==> config.mk <==
export PLATFORM = sky130hd
export DESIGN_NAME = dual_prescaled_timer_sync
export DESIGN_NICKNAME = d
export VERILOG_FILES = /design/src/design/dual_timer_pkg.sv /design/src/design/dual_prescaled_timer_sync.sv /design/src/design/prescaled_down_counter.sv
export SDC_FILE = /design/constraint.sdc
export NUM_CORES = 1
export LEC_CHECK = 0
export ABC_AREA = 0
export CAP_MARGIN = 20
export CELL_PAD_IN_SITES_DETAIL_PLACEMENT = 0
export CELL_PAD_IN_SITES_GLOBAL_PLACEMENT = 1
export CORE_MARGIN = 1.5
export CORE_UTILIZATION = 45
export DETAILED_ROUTE_END_ITERATION = 8
export DONT_BUFFER_PORTS = 1
export GPL_TIMING_DRIVEN = 0
export PLACE_DENSITY = 0.8
export SETUP_SLACK_MARGIN = 0.1
export SLEW_MARGIN = 20
export SYNTH_ARGS = -nofsm -noshare
export SYNTH_HDL_FRONTEND = slang
export SYNTH_SLANG_ARGS = --single-unit
==> constraint.sdc <==
create_clock -name I_CLK -period 2.1 [get_ports I_CLK]
set_input_delay 0.21 -clock I_CLK [delete_from_list [all_inputs] [get_ports I_CLK]]
set_output_delay 0.21 -clock I_CLK [all_outputs]
set_load 0.01 [all_outputs]
==> src/design/dual_timer_pkg.sv <==
// Function
// - The A timer is halted after reset and software loads its prescaler and counter before starting it.
// - The prescaler and counter of a timer are read as separate narrow accesses, so they may change in between.
// - The A edge-seen and underflow-seen flags clear on a written zero and keep their value on a written one.
// - An A start leaves the count-active flag low for 0 to 1 count-source cycle; counting then follows.
// - An A stop leaves the count-active flag high for 0 to 1 count-source cycle; counting halts with it.
// - The B timer is halted after reset and software loads its prescaler and counter before starting it.
// - In one-shot modes a cleared run request or a one-shot stop reloads the B counter and halts it.
// - A B start leaves the count-active flag low for 1 to 2 count-source cycles; counting then follows, in one-shot modes after a one-shot start.
// - A B stop leaves the count-active flag high for 1 to 2 count-source cycles; counting halts with it, or at once in one-shot modes.
// - Setting the B forced-halt bit stops the B timer at once, with no synchronisation delay.
// - A one-shot start or stop changes the one-shot status flag after one or two count-source cycles.
package dual_timer_pkg;

	localparam int ADDR_W = 8;
	localparam int DATA_W = 32;
	localparam int DIV_W = 16;

	// ----------------------------------------------------------------
	// Register byte offsets
	// ----------------------------------------------------------------
	localparam logic [ADDR_W-1:0] OFF_A_CTRL = 8'h00;
	localparam logic [ADDR_W-1:0] OFF_A_PRE = 8'h04;
	localparam logic [ADDR_W-1:0] OFF_A_CNT = 8'h08;
	localparam logic [ADDR_W-1:0] OFF_B_CTRL = 8'h0C;
	localparam logic [ADDR_W-1:0] OFF_B_OS = 8'h10;
	localparam logic [ADDR_W-1:0] OFF_B_PRE = 8'h14;
	localparam logic [ADDR_W-1:0] OFF_B_PRIM = 8'h18;
	localparam logic [ADDR_W-1:0] OFF_IRQ_STAT = 8'h1C;
	localparam logic [ADDR_W-1:0] OFF_IRQ_MASK = 8'h20;
	localparam logic [ADDR_W-1:0] OFF_DIV = 8'h24;

	// ----------------------------------------------------------------
	// Field positions
	// ----------------------------------------------------------------
	localparam int BIT_RUN = 0;
	localparam int BIT_ACTIVE = 1;
	localparam int BIT_EDGE = 2;
	localparam int BIT_UNDER = 3;
	localparam int BIT_A_PPM = 4;
	localparam int BIT_HALT = 2;
	localparam int BIT_B_MODE_LO = 4;
	localparam int BIT_OS_START = 0;
	localparam int BIT_OS_STOP = 1;
	localparam int BIT_OS_STAT = 2;
	localparam int IRQ_A_UNDER = 0;
	localparam int IRQ_A_EDGE = 1;
	localparam int IRQ_B_UNDER = 2;
	localparam int IRQ_W = 3;

	// ----------------------------------------------------------------
	// Reset values
	// ----------------------------------------------------------------
	localparam logic [7:0] RST_PRE = 8'hFF;
	localparam logic [7:0] RST_CNT = 8'hFF;
	localparam logic [DIV_W-1:0] RST_DIV = 16'h0007;

	typedef enum logic [1:0] {
		B_TIMER,
		B_ONESHOT,
		B_WAIT_ONESHOT,
		B_SPARE
	} b_mode_t;

endpackage

==> src/design/dual_prescaled_timer_sync.sv <==
// Added by the designer: the Avalon-MM register port and the address map.
`timescale 1ns/1ps
module dual_prescaled_timer_sync (
	// Clock and reset
	input wire logic I_CLK,
	input wire logic I_ARST_N,
	// Avalon-MM slave
	input wire logic [dual_timer_pkg::ADDR_W-1:0] I_AVS_ADDRESS,
	input wire logic I_AVS_READ,
	input wire logic I_AVS_WRITE,
	input wire logic [dual_timer_pkg::DATA_W-1:0] I_AVS_WRITEDATA,
	input wire logic [3:0] I_AVS_BYTEENABLE,
	output logic [dual_timer_pkg::DATA_W-1:0] O_AVS_READDATA,
	output logic O_AVS_WAITREQUEST,
	// Pulse-period measurement input pin
	input wire logic I_A_EDGE_PIN,
	// Interrupt
	output logic O_IRQ
);
	import dual_timer_pkg::*;

	// ----------------------------------------------------------------
	// Bus access decode
	// ----------------------------------------------------------------
	wire req = I_AVS_READ || I_AVS_WRITE;
	wire acc = req && !O_AVS_WAITREQUEST;
	wire wr = acc && I_AVS_WRITE;
	wire lo = I_AVS_BYTEENABLE[0];
	wire [7:0] wd = I_AVS_WRITEDATA[7:0];
	wire wr_a_ctrl = wr && lo && (I_AVS_ADDRESS == OFF_A_CTRL);
	wire wr_a_pre = wr && lo && (I_AVS_ADDRESS == OFF_A_PRE);
	wire wr_a_cnt = wr && lo && (I_AVS_ADDRESS == OFF_A_CNT);
	wire wr_b_ctrl = wr && lo && (I_AVS_ADDRESS == OFF_B_CTRL);
	wire wr_b_os = wr && lo && (I_AVS_ADDRESS == OFF_B_OS);
	wire wr_b_pre = wr && lo && (I_AVS_ADDRESS == OFF_B_PRE);
	wire wr_b_prim = wr && lo && (I_AVS_ADDRESS == OFF_B_PRIM);
	wire wr_stat = wr && lo && (I_AVS_ADDRESS == OFF_IRQ_STAT);
	wire wr_mask = wr && lo && (I_AVS_ADDRESS == OFF_IRQ_MASK);
	wire wr_div = wr && (I_AVS_ADDRESS == OFF_DIV);

	// ----------------------------------------------------------------
	// Count source divider
	// ----------------------------------------------------------------
	logic [DIV_W-1:0] div_limit;
	logic [DIV_W-1:0] div_cnt;
	wire tick = (div_cnt == '0);

	always_ff @(posedge I_CLK or negedge I_ARST_N) begin
		if (!I_ARST_N) begin
			div_cnt <= RST_DIV;
		end else begin
			div_cnt <= tick ? div_limit : div_cnt - DIV_W'(1);
		end
	end

	always_ff @(posedge I_CLK or negedge I_ARST_N) begin
		if (!I_ARST_N) begin
			div_limit <= RST_DIV;
		end else if (wr_div) begin
			if (I_AVS_BYTEENABLE[0]) begin
				div_limit[7:0] <= I_AVS_WRITEDATA[7:0];
			end
			if (I_AVS_BYTEENABLE[1]) begin
				div_limit[15:8] <= I_AVS_WRITEDATA[15:8];
			end
		end
	end

	// ----------------------------------------------------------------
	// Edge pin synchroniser and edge detect
	// ----------------------------------------------------------------
	logic edge_s1;
	logic edge_s2;
	logic edge_s3;
	wire pin_rise = edge_s2 && !edge_s3;

	always_ff @(posedge I_CLK or negedge I_ARST_N) begin
		if (!I_ARST_N) begin
			edge_s1 <= 1'b0;
			edge_s2 <= 1'b0;
			edge_s3 <= 1'b0;
		end else begin
			edge_s1 <= I_A_EDGE_PIN;
			edge_s2 <= edge_s1;
			edge_s3 <= edge_s2;
		end
	end

	// ----------------------------------------------------------------
	// A timer control
	// ----------------------------------------------------------------
	logic a_run;
	logic a_active;
	logic a_ppm;
	logic a_edge_seen;
	logic a_under_seen;
	logic [7:0] a_pre_rl;
	logic [7:0] a_cnt_rl;
	logic [7:0] a_pre;
	logic [7:0] a_cnt;
	logic a_pre_uf;
	logic a_cnt_uf;
	wire a_edge_evt = a_ppm && a_active && pin_rise;

	always_ff @(posedge I_CLK or negedge I_ARST_N) begin
		if (!I_ARST_N) begin
			a_run <= 1'b0;
			a_ppm <= 1'b0;
		end else if (wr_a_ctrl) begin
			a_run <= wd[BIT_RUN];
			a_ppm <= wd[BIT_A_PPM];
		end
	end

	// The active flag samples the request only on a count-source tick.
	always_ff @(posedge I_CLK or negedge I_ARST_N) begin
		if (!I_ARST_N) begin
			a_active <= 1'b0;
		end else if (tick) begin
			a_active <= a_run;
		end
	end

	// Hardware set wins over a software clear in the same cycle.
	always_ff @(posedge I_CLK or negedge I_ARST_N) begin
		if (!I_ARST_N) begin
			a_edge_seen <= 1'b0;
			a_under_seen <= 1'b0;
		end else begin
			a_edge_seen <= a_edge_evt || (a_edge_seen && !(wr_a_ctrl && !wd[BIT_EDGE]));
			a_under_seen <= a_cnt_uf || (a_under_seen && !(wr_a_ctrl && !wd[BIT_UNDER]));
		end
	end

	always_ff @(posedge I_CLK or negedge I_ARST_N) begin
		if (!I_ARST_N) begin
			a_pre_rl <= RST_PRE;
			a_cnt_rl <= RST_CNT;
		end else begin
			if (wr_a_pre) begin
				a_pre_rl <= wd;
			end
			if (wr_a_cnt) begin
				a_cnt_rl <= wd;
			end
		end
	end

	// While counting, a written value waits in the reload register for the next underflow; in pulse-period mode the counter also takes it on a pin edge.
	prescaled_down_counter #(
		.PW(8),
		.CW(8)
	) u_a_cnt (
		.i_clk(I_CLK),
		.i_arst_n(I_ARST_N),
		.i_tick(tick),
		.i_run(a_active),
		.i_load_pre(wr_a_pre && !a_active),
		.i_load_cnt(wr_a_cnt && !a_active),
		.i_restart_cnt(a_edge_evt),
		.i_reload_all(1'b0),
		.i_pre_value(wd),
		.i_cnt_value(wd),
		.i_pre_reload(a_pre_rl),
		.i_cnt_reload(a_cnt_rl),
		.o_pre(a_pre),
		.o_cnt(a_cnt),
		.o_pre_uf(a_pre_uf),
		.o_cnt_uf(a_cnt_uf)
	);

	// ----------------------------------------------------------------
	// B timer control
	// ----------------------------------------------------------------
	b_mode_t b_mode;
	logic b_run;
	logic b_run_s1;
	logic b_active;
	logic b_os_arm;
	logic b_os_status;
	logic os_start_pend;
	logic os_stop_pend;
	logic os_start_s1;
	logic os_stop_s1;
	logic [7:0] b_pre_rl;
	logic [7:0] b_prim_rl;
	logic [7:0] b_pre;
	logic [7:0] b_prim;
	logic b_pre_uf;
	logic b_prim_uf;
	wire b_os_mode = (b_mode == B_ONESHOT) || (b_mode == B_WAIT_ONESHOT);
	wire b_halt_now = wr_b_ctrl && wd[BIT_HALT];
	wire b_os_start_wr = wr_b_os && wd[BIT_OS_START];
	wire b_os_stop_wr = wr_b_os && wd[BIT_OS_STOP];
	wire b_run_clear = wr_b_ctrl && !wd[BIT_RUN] && b_run;
	wire b_os_abort = b_os_mode && (b_os_stop_wr || b_run_clear);
	wire b_os_done = b_os_mode && b_prim_uf;
	wire b_count = b_active && (!b_os_mode || (b_os_arm && b_os_status));

	always_ff @(posedge I_CLK or negedge I_ARST_N) begin
		if (!I_ARST_N) begin
			b_run <= 1'b0;
			b_mode <= B_TIMER;
		end else if (wr_b_ctrl) begin
			b_run <= wd[BIT_RUN] && !wd[BIT_HALT];
			b_mode <= b_mode_t'(wd[BIT_B_MODE_LO +: 2]);
		end
	end

	// Two tick-enabled stages; forced halt bypasses both.
	always_ff @(posedge I_CLK or negedge I_ARST_N) begin
		if (!I_ARST_N) begin
			b_run_s1 <= 1'b0;
			b_active <= 1'b0;
		end else if (b_halt_now) begin
			b_run_s1 <= 1'b0;
			b_active <= 1'b0;
		end else if (tick) begin
			b_run_s1 <= b_run;
			b_active <= b_run_s1;
		end
	end

	// The arm gate halts a one-shot at once; the status flag follows later.
	always_ff @(posedge I_CLK or negedge I_ARST_N) begin
		if (!I_ARST_N) begin
			b_os_arm <= 1'b0;
		end else if (b_os_abort || b_os_done || b_halt_now) begin
			b_os_arm <= 1'b0;
		end else if (b_os_start_wr) begin
			b_os_arm <= 1'b1;
		end
	end

	// One-shot requests wait for a tick, then take one more to reach the status flag.
	always_ff @(posedge I_CLK or negedge I_ARST_N) begin
		if (!I_ARST_N) begin
			os_start_pend <= 1'b0;
			os_stop_pend <= 1'b0;
		end else begin
			os_start_pend <= b_os_start_wr || (os_start_pend && !tick);
			os_stop_pend <= b_os_stop_wr || b_os_abort || b_os_done || (os_stop_pend && !tick);
		end
	end

	always_ff @(posedge I_CLK or negedge I_ARST_N) begin
		if (!I_ARST_N) begin
			os_start_s1 <= 1'b0;
			os_stop_s1 <= 1'b0;
			b_os_status <= 1'b0;
		end else if (tick) begin
			os_start_s1 <= os_start_pend;
			os_stop_s1 <= os_stop_pend;
			if (os_stop_s1) begin
				b_os_status <= 1'b0;
			end else if (os_start_s1) begin
				b_os_status <= 1'b1;
			end
		end
	end

	always_ff @(posedge I_CLK or negedge I_ARST_N) begin
		if (!I_ARST_N) begin
			b_pre_rl <= RST_PRE;
			b_prim_rl <= RST_CNT;
		end else begin
			if (wr_b_pre) begin
				b_pre_rl <= wd;
			end
			if (wr_b_prim) begin
				b_prim_rl <= wd;
			end
		end
	end

	prescaled_down_counter #(
		.PW(8),
		.CW(8)
	) u_b_cnt (
		.i_clk(I_CLK),
		.i_arst_n(I_ARST_N),
		.i_tick(tick),
		.i_run(b_count),
		.i_load_pre(wr_b_pre && !b_active),
		.i_load_cnt(wr_b_prim && !b_active),
		.i_restart_cnt(1'b0),
		.i_reload_all(b_os_abort),
		.i_pre_value(wd),
		.i_cnt_value(wd),
		.i_pre_reload(b_pre_rl),
		.i_cnt_reload(b_prim_rl),
		.o_pre(b_pre),
		.o_cnt(b_prim),
		.o_pre_uf(b_pre_uf),
		.o_cnt_uf(b_prim_uf)
	);

	// ----------------------------------------------------------------
	// Interrupt status and mask
	// ----------------------------------------------------------------
	logic [IRQ_W-1:0] irq_stat;
	logic [IRQ_W-1:0] irq_mask;
	wire [IRQ_W-1:0] irq_evt = {b_prim_uf, a_edge_evt, a_cnt_uf};
	wire [IRQ_W-1:0] irq_clr = wr_stat ? wd[IRQ_W-1:0] : '0;
	wire [IRQ_W-1:0] next_irq_stat = irq_evt | (irq_stat & ~irq_clr);

	always_ff @(posedge I_CLK or negedge I_ARST_N) begin
		if (!I_ARST_N) begin
			irq_stat <= '0;
			irq_mask <= '0;
			O_IRQ <= 1'b0;
		end else begin
			irq_stat <= next_irq_stat;
			irq_mask <= wr_mask ? wd[IRQ_W-1:0] : irq_mask;
			O_IRQ <= |(next_irq_stat & (wr_mask ? wd[IRQ_W-1:0] : irq_mask));
		end
	end

	// ----------------------------------------------------------------
	// Read multiplexer and wait-state generator
	// ----------------------------------------------------------------
	wire [7:0] a_ctrl_rd = {3'h0, a_ppm, a_under_seen, a_edge_seen, a_active, a_run};
	wire [7:0] b_ctrl_rd = {2'h0, b_mode, 2'h0, b_active, b_run};
	wire [7:0] b_os_rd = {5'h00, b_os_status, 2'h0};
	logic [DATA_W-1:0] rd_mux;

	// Each timer value is its own register, so a wide read is two separate samples.
	always_comb begin
		rd_mux = '0;
		unique case (I_AVS_ADDRESS)
			OFF_A_CTRL: rd_mux[7:0] = a_ctrl_rd;
			OFF_A_PRE: rd_mux[7:0] = a_pre;
			OFF_A_CNT: rd_mux[7:0] = a_cnt;
			OFF_B_CTRL: rd_mux[7:0] = b_ctrl_rd;
			OFF_B_OS: rd_mux[7:0] = b_os_rd;
			OFF_B_PRE: rd_mux[7:0] = b_pre;
			OFF_B_PRIM: rd_mux[7:0] = b_prim;
			OFF_IRQ_STAT: rd_mux[IRQ_W-1:0] = irq_stat;
			OFF_IRQ_MASK: rd_mux[IRQ_W-1:0] = irq_mask;
			OFF_DIV: rd_mux[DIV_W-1:0] = div_limit;
			default: rd_mux = '0;
		endcase
	end

	// Every access sees exactly one wait state.
	always_ff @(posedge I_CLK or negedge I_ARST_N) begin
		if (!I_ARST_N) begin
			O_AVS_WAITREQUEST <= 1'b1;
			O_AVS_READDATA <= '0;
		end else begin
			O_AVS_WAITREQUEST <= !(req && O_AVS_WAITREQUEST);
			if (I_AVS_READ && O_AVS_WAITREQUEST) begin
				O_AVS_READDATA <= rd_mux;
			end
		end
	end

endmodule

==> src/design/prescaled_down_counter.sv <==
`timescale 1ns/1ps
module prescaled_down_counter #(
	parameter int PW = 8,
	parameter int CW = 8
) (
	// Clock and reset
	input wire logic i_clk,
	input wire logic i_arst_n,
	// Control
	input wire logic i_tick,
	input wire logic i_run,
	input wire logic i_load_pre,
	input wire logic i_load_cnt,
	input wire logic i_restart_cnt,
	input wire logic i_reload_all,
	input wire logic [PW-1:0] i_pre_value,
	input wire logic [CW-1:0] i_cnt_value,
	input wire logic [PW-1:0] i_pre_reload,
	input wire logic [CW-1:0] i_cnt_reload,
	// State
	output logic [PW-1:0] o_pre,
	output logic [CW-1:0] o_cnt,
	output logic o_pre_uf,
	output logic o_cnt_uf
);
	import dual_timer_pkg::*;

	wire step = i_tick && i_run;

	assign o_pre_uf = step && (o_pre == '0);
	assign o_cnt_uf = o_pre_uf && (o_cnt == '0);

	always_ff @(posedge i_clk or negedge i_arst_n) begin
		if (!i_arst_n) begin
			o_pre <= PW'(RST_PRE);
		end else if (i_load_pre) begin
			o_pre <= i_pre_value;
		end else if (i_reload_all) begin
			o_pre <= i_pre_reload;
		end else if (step) begin
			o_pre <= o_pre_uf ? i_pre_reload : o_pre - PW'(1);
		end
	end

	always_ff @(posedge i_clk or negedge i_arst_n) begin
		if (!i_arst_n) begin
			o_cnt <= CW'(RST_CNT);
		end else if (i_load_cnt) begin
			o_cnt <= i_cnt_value;
		end else if (i_reload_all || i_restart_cnt) begin
			o_cnt <= i_cnt_reload;
		end else if (o_pre_uf) begin
			o_cnt <= o_cnt_uf ? i_cnt_reload : o_cnt - CW'(1);
		end
	end

endmodule

# Yosys cells after proc, flatten, opt, wreduce, memory -nomap -nowiden
# Index checks and enable logic that the tools add are counted.
# op_classes
add_sub_neg	5
n_eq_ne	11
muxes	29
bitwise_logic	4
n_reduce_logical	85
# ops
operator	count
8-bit 2-to-1 mux	16
1-bit logical AND	44
8-bit zero test	5
5-bit case mux with 7 select lines	1
8-bit by 5-bit equality test with 1-bit output, second input constant	4
8-bit by 1-bit subtractor with 8-bit output, second input constant	4
3-bit case mux with 10 select lines	1
8-bit by 4-bit equality test with 1-bit output, second input constant	2
8-bit by 6-bit equality test with 1-bit output, second input constant	2
16-bit zero test	1
16-bit 2-to-1 mux	1
16-bit by 1-bit subtractor with 16-bit output, second input constant	1
1-bit zero test	12
1-bit logical OR	12
3-bit nonzero test	3
8-bit by 3-bit equality test with 1-bit output, second input constant	1
1-bit 2-to-1 mux	8
2-bit nonzero test	4
3-bit bitwise AND	2
3-bit 2-to-1 mux	2
2-bit AND reduction	3
3-bit inverter	1
3-bit OR	1
3-bit OR reduction	1
other kinds (2)	2
# word_totals
ff_bits	139
input_bits	49
word_cells	168

# Logic depth before layout (Yosys ltp)
# depth
depth_word	12
depth_mapped	10

# Cells and area by module
# Synthesis repeated with hierarchy kept, for this count alone.
# unflattened
hier_cells	746
area_unflattened_um2	7719.9
# modules_own_cells
mod	instances	cells_per_inst	area_per_inst_um2	seq_area_each_um2
dual_prescaled_timer_sync	1	454	5159.9	2726.4
prescaled_down_counter	2	146	1280.0	420.4

# Worst setup path after synthesis
# No wires, ideal clock.
# synth_path
path_type	flip-flop to flip-flop
startpoint	register u_b_cnt.o_pre[3]
endpoint	register u_b_cnt.o_cnt[1]
setup_ps	82
arrival_time_ps	2088
t_required_ps	2018
slack_ps	-70
stages_incl_launch_ff	8
path_buffers	1
period_less_slack_ps	2170
path_cell_list	dfstp_2 buf_6 or4_4 a2111oi_2 nand2_2 o21ai_2 nor3_1 a211o_1
# synth_between
elab_chain_cells	7
word_cells_on_any_way	8
classes_between	mux: 4; reduce/logical: 4
# synth_rtl
item	line_no	source
start: declaration	prescaled_down_counter.sv:21	output logic [PW-1:0] o_pre,
start signal: assignment	prescaled_down_counter.sv:35	o_pre <= PW'(RST_PRE);
start signal: assignment	prescaled_down_counter.sv:37	o_pre <= i_pre_value;
start signal: assignment	prescaled_down_counter.sv:39	o_pre <= i_pre_reload;
8-bit zero test *	prescaled_down_counter.sv:30	assign o_pre_uf = step && (o_pre == '0);
1-bit logical AND *	prescaled_down_counter.sv:30	
1-bit logical AND	prescaled_down_counter.sv:31	assign o_cnt_uf = o_pre_uf && (o_cnt == '0);
8-bit 2-to-1 mux	prescaled_down_counter.sv:53	o_cnt <= o_cnt_uf ? i_cnt_reload : o_cnt - CW'(1);
8-bit 2-to-1 mux	prescaled_down_counter.sv:52	end else if (o_pre_uf) begin
8-bit 2-to-1 mux	prescaled_down_counter.sv:50	end else if (i_reload_all || i_restart_cnt) begin
8-bit 2-to-1 mux	prescaled_down_counter.sv:48	end else if (i_load_cnt) begin
end signal: assignment	prescaled_down_counter.sv:49	o_cnt <= i_cnt_value;
end signal: assignment	prescaled_down_counter.sv:51	o_cnt <= i_cnt_reload;
end signal: assignment	prescaled_down_counter.sv:53	
end: declaration	prescaled_down_counter.sv:22	output logic [CW-1:0] o_cnt,
# Every way passes the cells marked *; elsewhere a longest branch is shown, timed or not. The select of a mux whose other input is x is not followed.
# A chain may end at the register's enable or synchronous reset.

# Worst setup path in the final report
# layout_path
startpoint	register div_cnt[1]
endpoint	register O_IRQ
# layout_between
elab_chain_cells	7
word_cells_on_any_way	10
classes_between	bitwise: 2; reduce/logical: 8
# layout_rtl
item	line_no	source
start: declaration	dual_prescaled_timer_sync.sv:45	logic [DIV_W-1:0] div_cnt;
start signal: assignment	dual_prescaled_timer_sync.sv:52	div_cnt <= tick ? div_limit : div_cnt - DIV_W'(1);
16-bit zero test	dual_prescaled_timer_sync.sv:46	wire tick = (div_cnt == '0);
1-bit logical AND	prescaled_down_counter.sv:28	wire step = i_tick && i_run;
1-bit logical AND	prescaled_down_counter.sv:30	
1-bit logical AND	prescaled_down_counter.sv:31	
3-bit OR	dual_prescaled_timer_sync.sv:305	wire [IRQ_W-1:0] next_irq_stat = irq_evt | (irq_stat & ~irq_clr);
named net next_irq_stat[2]	dual_prescaled_timer_sync.sv:305	
3-bit bitwise AND	dual_prescaled_timer_sync.sv:315	O_IRQ <= |(next_irq_stat & (wr_mask ? wd[IRQ_W-1:0] : irq_mask));
3-bit OR reduction	dual_prescaled_timer_sync.sv:315	
end signal: assignment	dual_prescaled_timer_sync.sv:315	
end: declaration	dual_prescaled_timer_sync.sv:18	output logic O_IRQ
# The timed path passes the listed nets, and every way through them passes these cells.

==> impl_metrics.yaml <==
power:
  power.density_mw_per_mm2: 693
  power.static_leakage_nw: 4.12
  fin_total_pwr_mw: 6.65
  peak_supply_drop_mv: 0.687
die:
  io_pins: 83
  die_width_um: 133
  rows: 47
  chipHeight_um: 133
  design.core.area_mm2: 0.0165
  die_area_mm2: 0.0176
  start_util_pct: 45.8
clock_network:
  cts.hold.buffers_added: 14
  clock-sinks: 139
  cts-root-buf: "clkbuf_16"
  path_clk_slew_ns: 0.06
  clock_tree.htree_level_count: 4
  cts_bufs_inserted: 17
  cts_tree: "yes"
  cts_max_path_buffers: 2
  clock_insertion_delay_worst_skew_ns: 0.43
setup_path:
  timing.reg2reg.setup_slack_ns: -0.05
  cp-end-kind: "flip-flop"
  critical_path_class: "flip-flop to flip-flop"
  reg2reg_from: "div_cnt[1]"
  startpoint_type_of_the_worst_setup_path: "flip-flop"
  dominant_delay_contributor_by_cell_family_on_the_critical_path: "flip-flops"
  critical_path.max_stage_delay_ns: 0.55
  crit_slowest_cell: "dfstp_2"
  timing.critical_path.fanout_max: 8
  critical_path.n_buffers_inverters: 3
  cp.required_ns: 2.41
  worstPathCellList: "inv_2, ha_4, nor4b_4, and4_1, buf_6, buf_12, nand2_8, nor2_2, a21o_1, a221o_1"
  cp.arrival_ns: 2.46
  endpoint_of_the_worst_register_to_register_path: "O_IRQ"
  r2r.worst_path.cells: 10
logic_synthesis:
  async_reset_ff_share_pct: 100
  synth_ff_type: "dfstp_2"
  synth.yosys.seq_area_share_pct: 47.2
  synthDistinctLibCells: 72
  syn_avg_cell_area_um2: 9.91
  netlist_instances: 763
  syn-cell-area_mm2: 0.00756
  count_of_flip_flops_with_a_built_in_enable_after_synthesis: 0
  ys_seq_elements: 139
  synthesis.yosys.warnings: 0
sta:
  worst_slack_ns: -0.0460
  maxSlewViolCount: 0
  unrepaired_setup_endpoints_after_global_routing: "true"
  hold_slack_ns: -0.526
  layout_worst_path_cycle_share_pct: 102
  tightest_slew_ns: 0.802
  maxClockFrequency_mhz: 466
  setup-tns-final_ns: -0.0703
  post-route-min-period_ns: 2.15
  final_hold_vio_count: 139
  fin_skew_ns: 0.00893
  slew_headroom_pct: 46.5
  setup_viol: 2
global_routing:
  gr-total-overflow: 0
  vias_in_the_first_global_route: 6627
  pin_count_of_the_biggest_net_entering_global_routing: 140
  antenna_found_initial: 0
  grt_util_all_layers_pct: 27.6
  grt_first_pass_wirelength_um: 37300
run_status:
  failed_checks: "hold timing, setup timing"
  run_status: "complete, but fails checks"
place:
  detailed_place_hpwl_um: 15700
  finalWeightedCongestion: 0.928
  post-place-ws_ns: -0.639
  port_buffers: 0
route:
  route.antenna.remaining_nets: 0
  detailedRoute.firstPassIterationCount: 5
  detailedRoute.firstIterationViolations: 677
  drt-total-wl_um: 23900
  avgRoutedWirePerCell_um: 21.9
  route.detailed.vias_per_inst: 6.12
  route.detailed.drc: 0
  via_count: 6676
finish:
  count_of_inserted_antenna_diode_cells: 0
  num-nets-final: 916
  final_layout_size_suffix_gt1_share_pct: 36.6
  layout_commonest_cell: "nand2_1"
  flow.area_growth_from_synthesis_pct: 26.8
  layout.cells.most_common_list: "121 x nand2_1, 71 x dfstp_2, 67 x dfrtp_1, 53 x buf_4, 47 x mux2_2"
hold_path:
  worstHoldPathType: "input port to asynchronous set/reset pin"
flow_run:
  cap_viol_max_count: 0
[layout make-up]
cell class                      instances  area (µm²)
Fill cell                            1377        6940
Timing Repair Buffer                   62         574
Clock inverter                         14         170
Buffer                                 50         380
Clock buffer                           18         439
Sequential cell                       139        3570
Multi-Input combinational cell        571        4120
Tap cell                              220         275
Inverter                               17        63.8
[metrics by stage]
| step | cells | area, µm² | hold slack, ns | utilization (%) |
|---|---|---|---|---|
| 5_1_grt | 1091 | 9590 | -0.541 | 58.0 |
| 3_5_place_dp | 998 | 7980 | -0.0821 | 48.3 |
| 4_1_cts | 1077 | 9300 | -0.537 | 56.3 |
| 2_1_floorplan | 778 | 7700 | -0.0856 | - |
| 6_report | 1091 | 9590 | -0.526 | 58.0 |
| 3_3_place_gp | 998 | 7980 | -0.0829 | 48.3 |
[where the power goes]
part | internal, mW | total (mW) | switching (mW)
registers | 2.80 | 2.95 | 0.146
clock network | 1.90 | 3.12 | 1.22
logic | 0.297 | 0.580 | 0.283
total | 5.00 | 6.65 | 1.65
[synth_stat cells (5+ instances only)]
library cell    n  area [µm²]
a21oi_1        29         145
a222oi_1        6        60.1
a22oi_1        19         143
a31oi_1         6        37.5
a32oi_1         5        43.8
and3_1          7        43.8
buf_2          13        65.1
buf_4          18         135
clkbuf_1       19        71.3
dfrtp_1        68        1700
dfstp_2        71        1870
ha_1            9         113
inv_1          17        63.8
mux2_2         47         529
mux2i_1        14         140
nand2_1       127         477
nand3_1        27         135
nor2_1         41         154
nor3_1         17        85.1
nor4_1         14        87.6
nor4b_1         8        70.1
o211ai_1       12        90.1
o21ai_0        44         220
or3_1           7        43.8
or4_1           8        60.1
xnor2_1        13         114
xor2_1         10        87.6
[worst max path at each step]
stage	from	endpoint	slack, ns	cells past startpoint
4_1_cts	u_b_cnt.o_pre[3]	u_b_cnt.o_cnt[0]	0.0009	8
6_report	div_cnt[1]	O_IRQ	-0.05	10
2_1_floorplan	O_AVS_WAITREQUEST	u_b_cnt.o_cnt[5]	0.01	6
3_5_place_dp	div_cnt[0]	div_cnt[11]	-0.64	9
3_3_place_gp	div_cnt[0]	div_cnt[11]	-0.61	9
5_1_grt	div_cnt[10]	u_a_cnt.o_cnt[3]	-0.12	8
[registers in the layout (all words and copies together), names as in the netlist, 2 cells and up]
register / flops
O_AVS_READDATA: 16
a_cnt_rl: 8
a_pre_rl: 8
b_mode: 2
b_pre_rl: 8
b_prim_rl: 8
div_cnt: 16
div_limit: 16
irq_mask: 3
irq_stat: 3
u_a_cnt.o_cnt: 8
u_a_cnt.o_pre: 8
u_b_cnt.o_cnt: 8
u_b_cnt.o_pre: 8
[cell families after synthesis]
logic type | after synthesis | share of synthesized area, %
adder cells (fa/ha/maj) | 9 | 1.49
XOR/XNOR | 23 | 2.66
AND/OR/NAND/NOR | 301 | 20.7
other | 1 | 0.0496
flip-flops | 139 | 47.2
AO/OA/AOI/OAI | 157 | 13.9
multiplexers | 63 | 9.34
buffers and inverters | 70 | 4.78
[metal layers]
layer / track usage [%] / wire length, µm / vias to the layer above
li1: - / - / 2957
met1: 36.4 / 9950 / 3317
met2: 44.2 / 11100 / 335
met3: 5.44 / 1900 / 67
met4: 12.5 / 940 / 0
met5: 0 / 0 / -
[repair_timing]
| action | 4_1_cts | 5_1_grt |
|---|---|---|
| setup buffers | 33 | 15 |
| gates resized for setup | 74 | 51 |
| hold endpoints to repair | 165 | 139 |
| pin swaps | 22 | 17 |
| endpoints found under the setup margin | 75 | 63 |
| cloned | 2 | 0 |
Note: power is estimated with default switching activity, not from simulation.
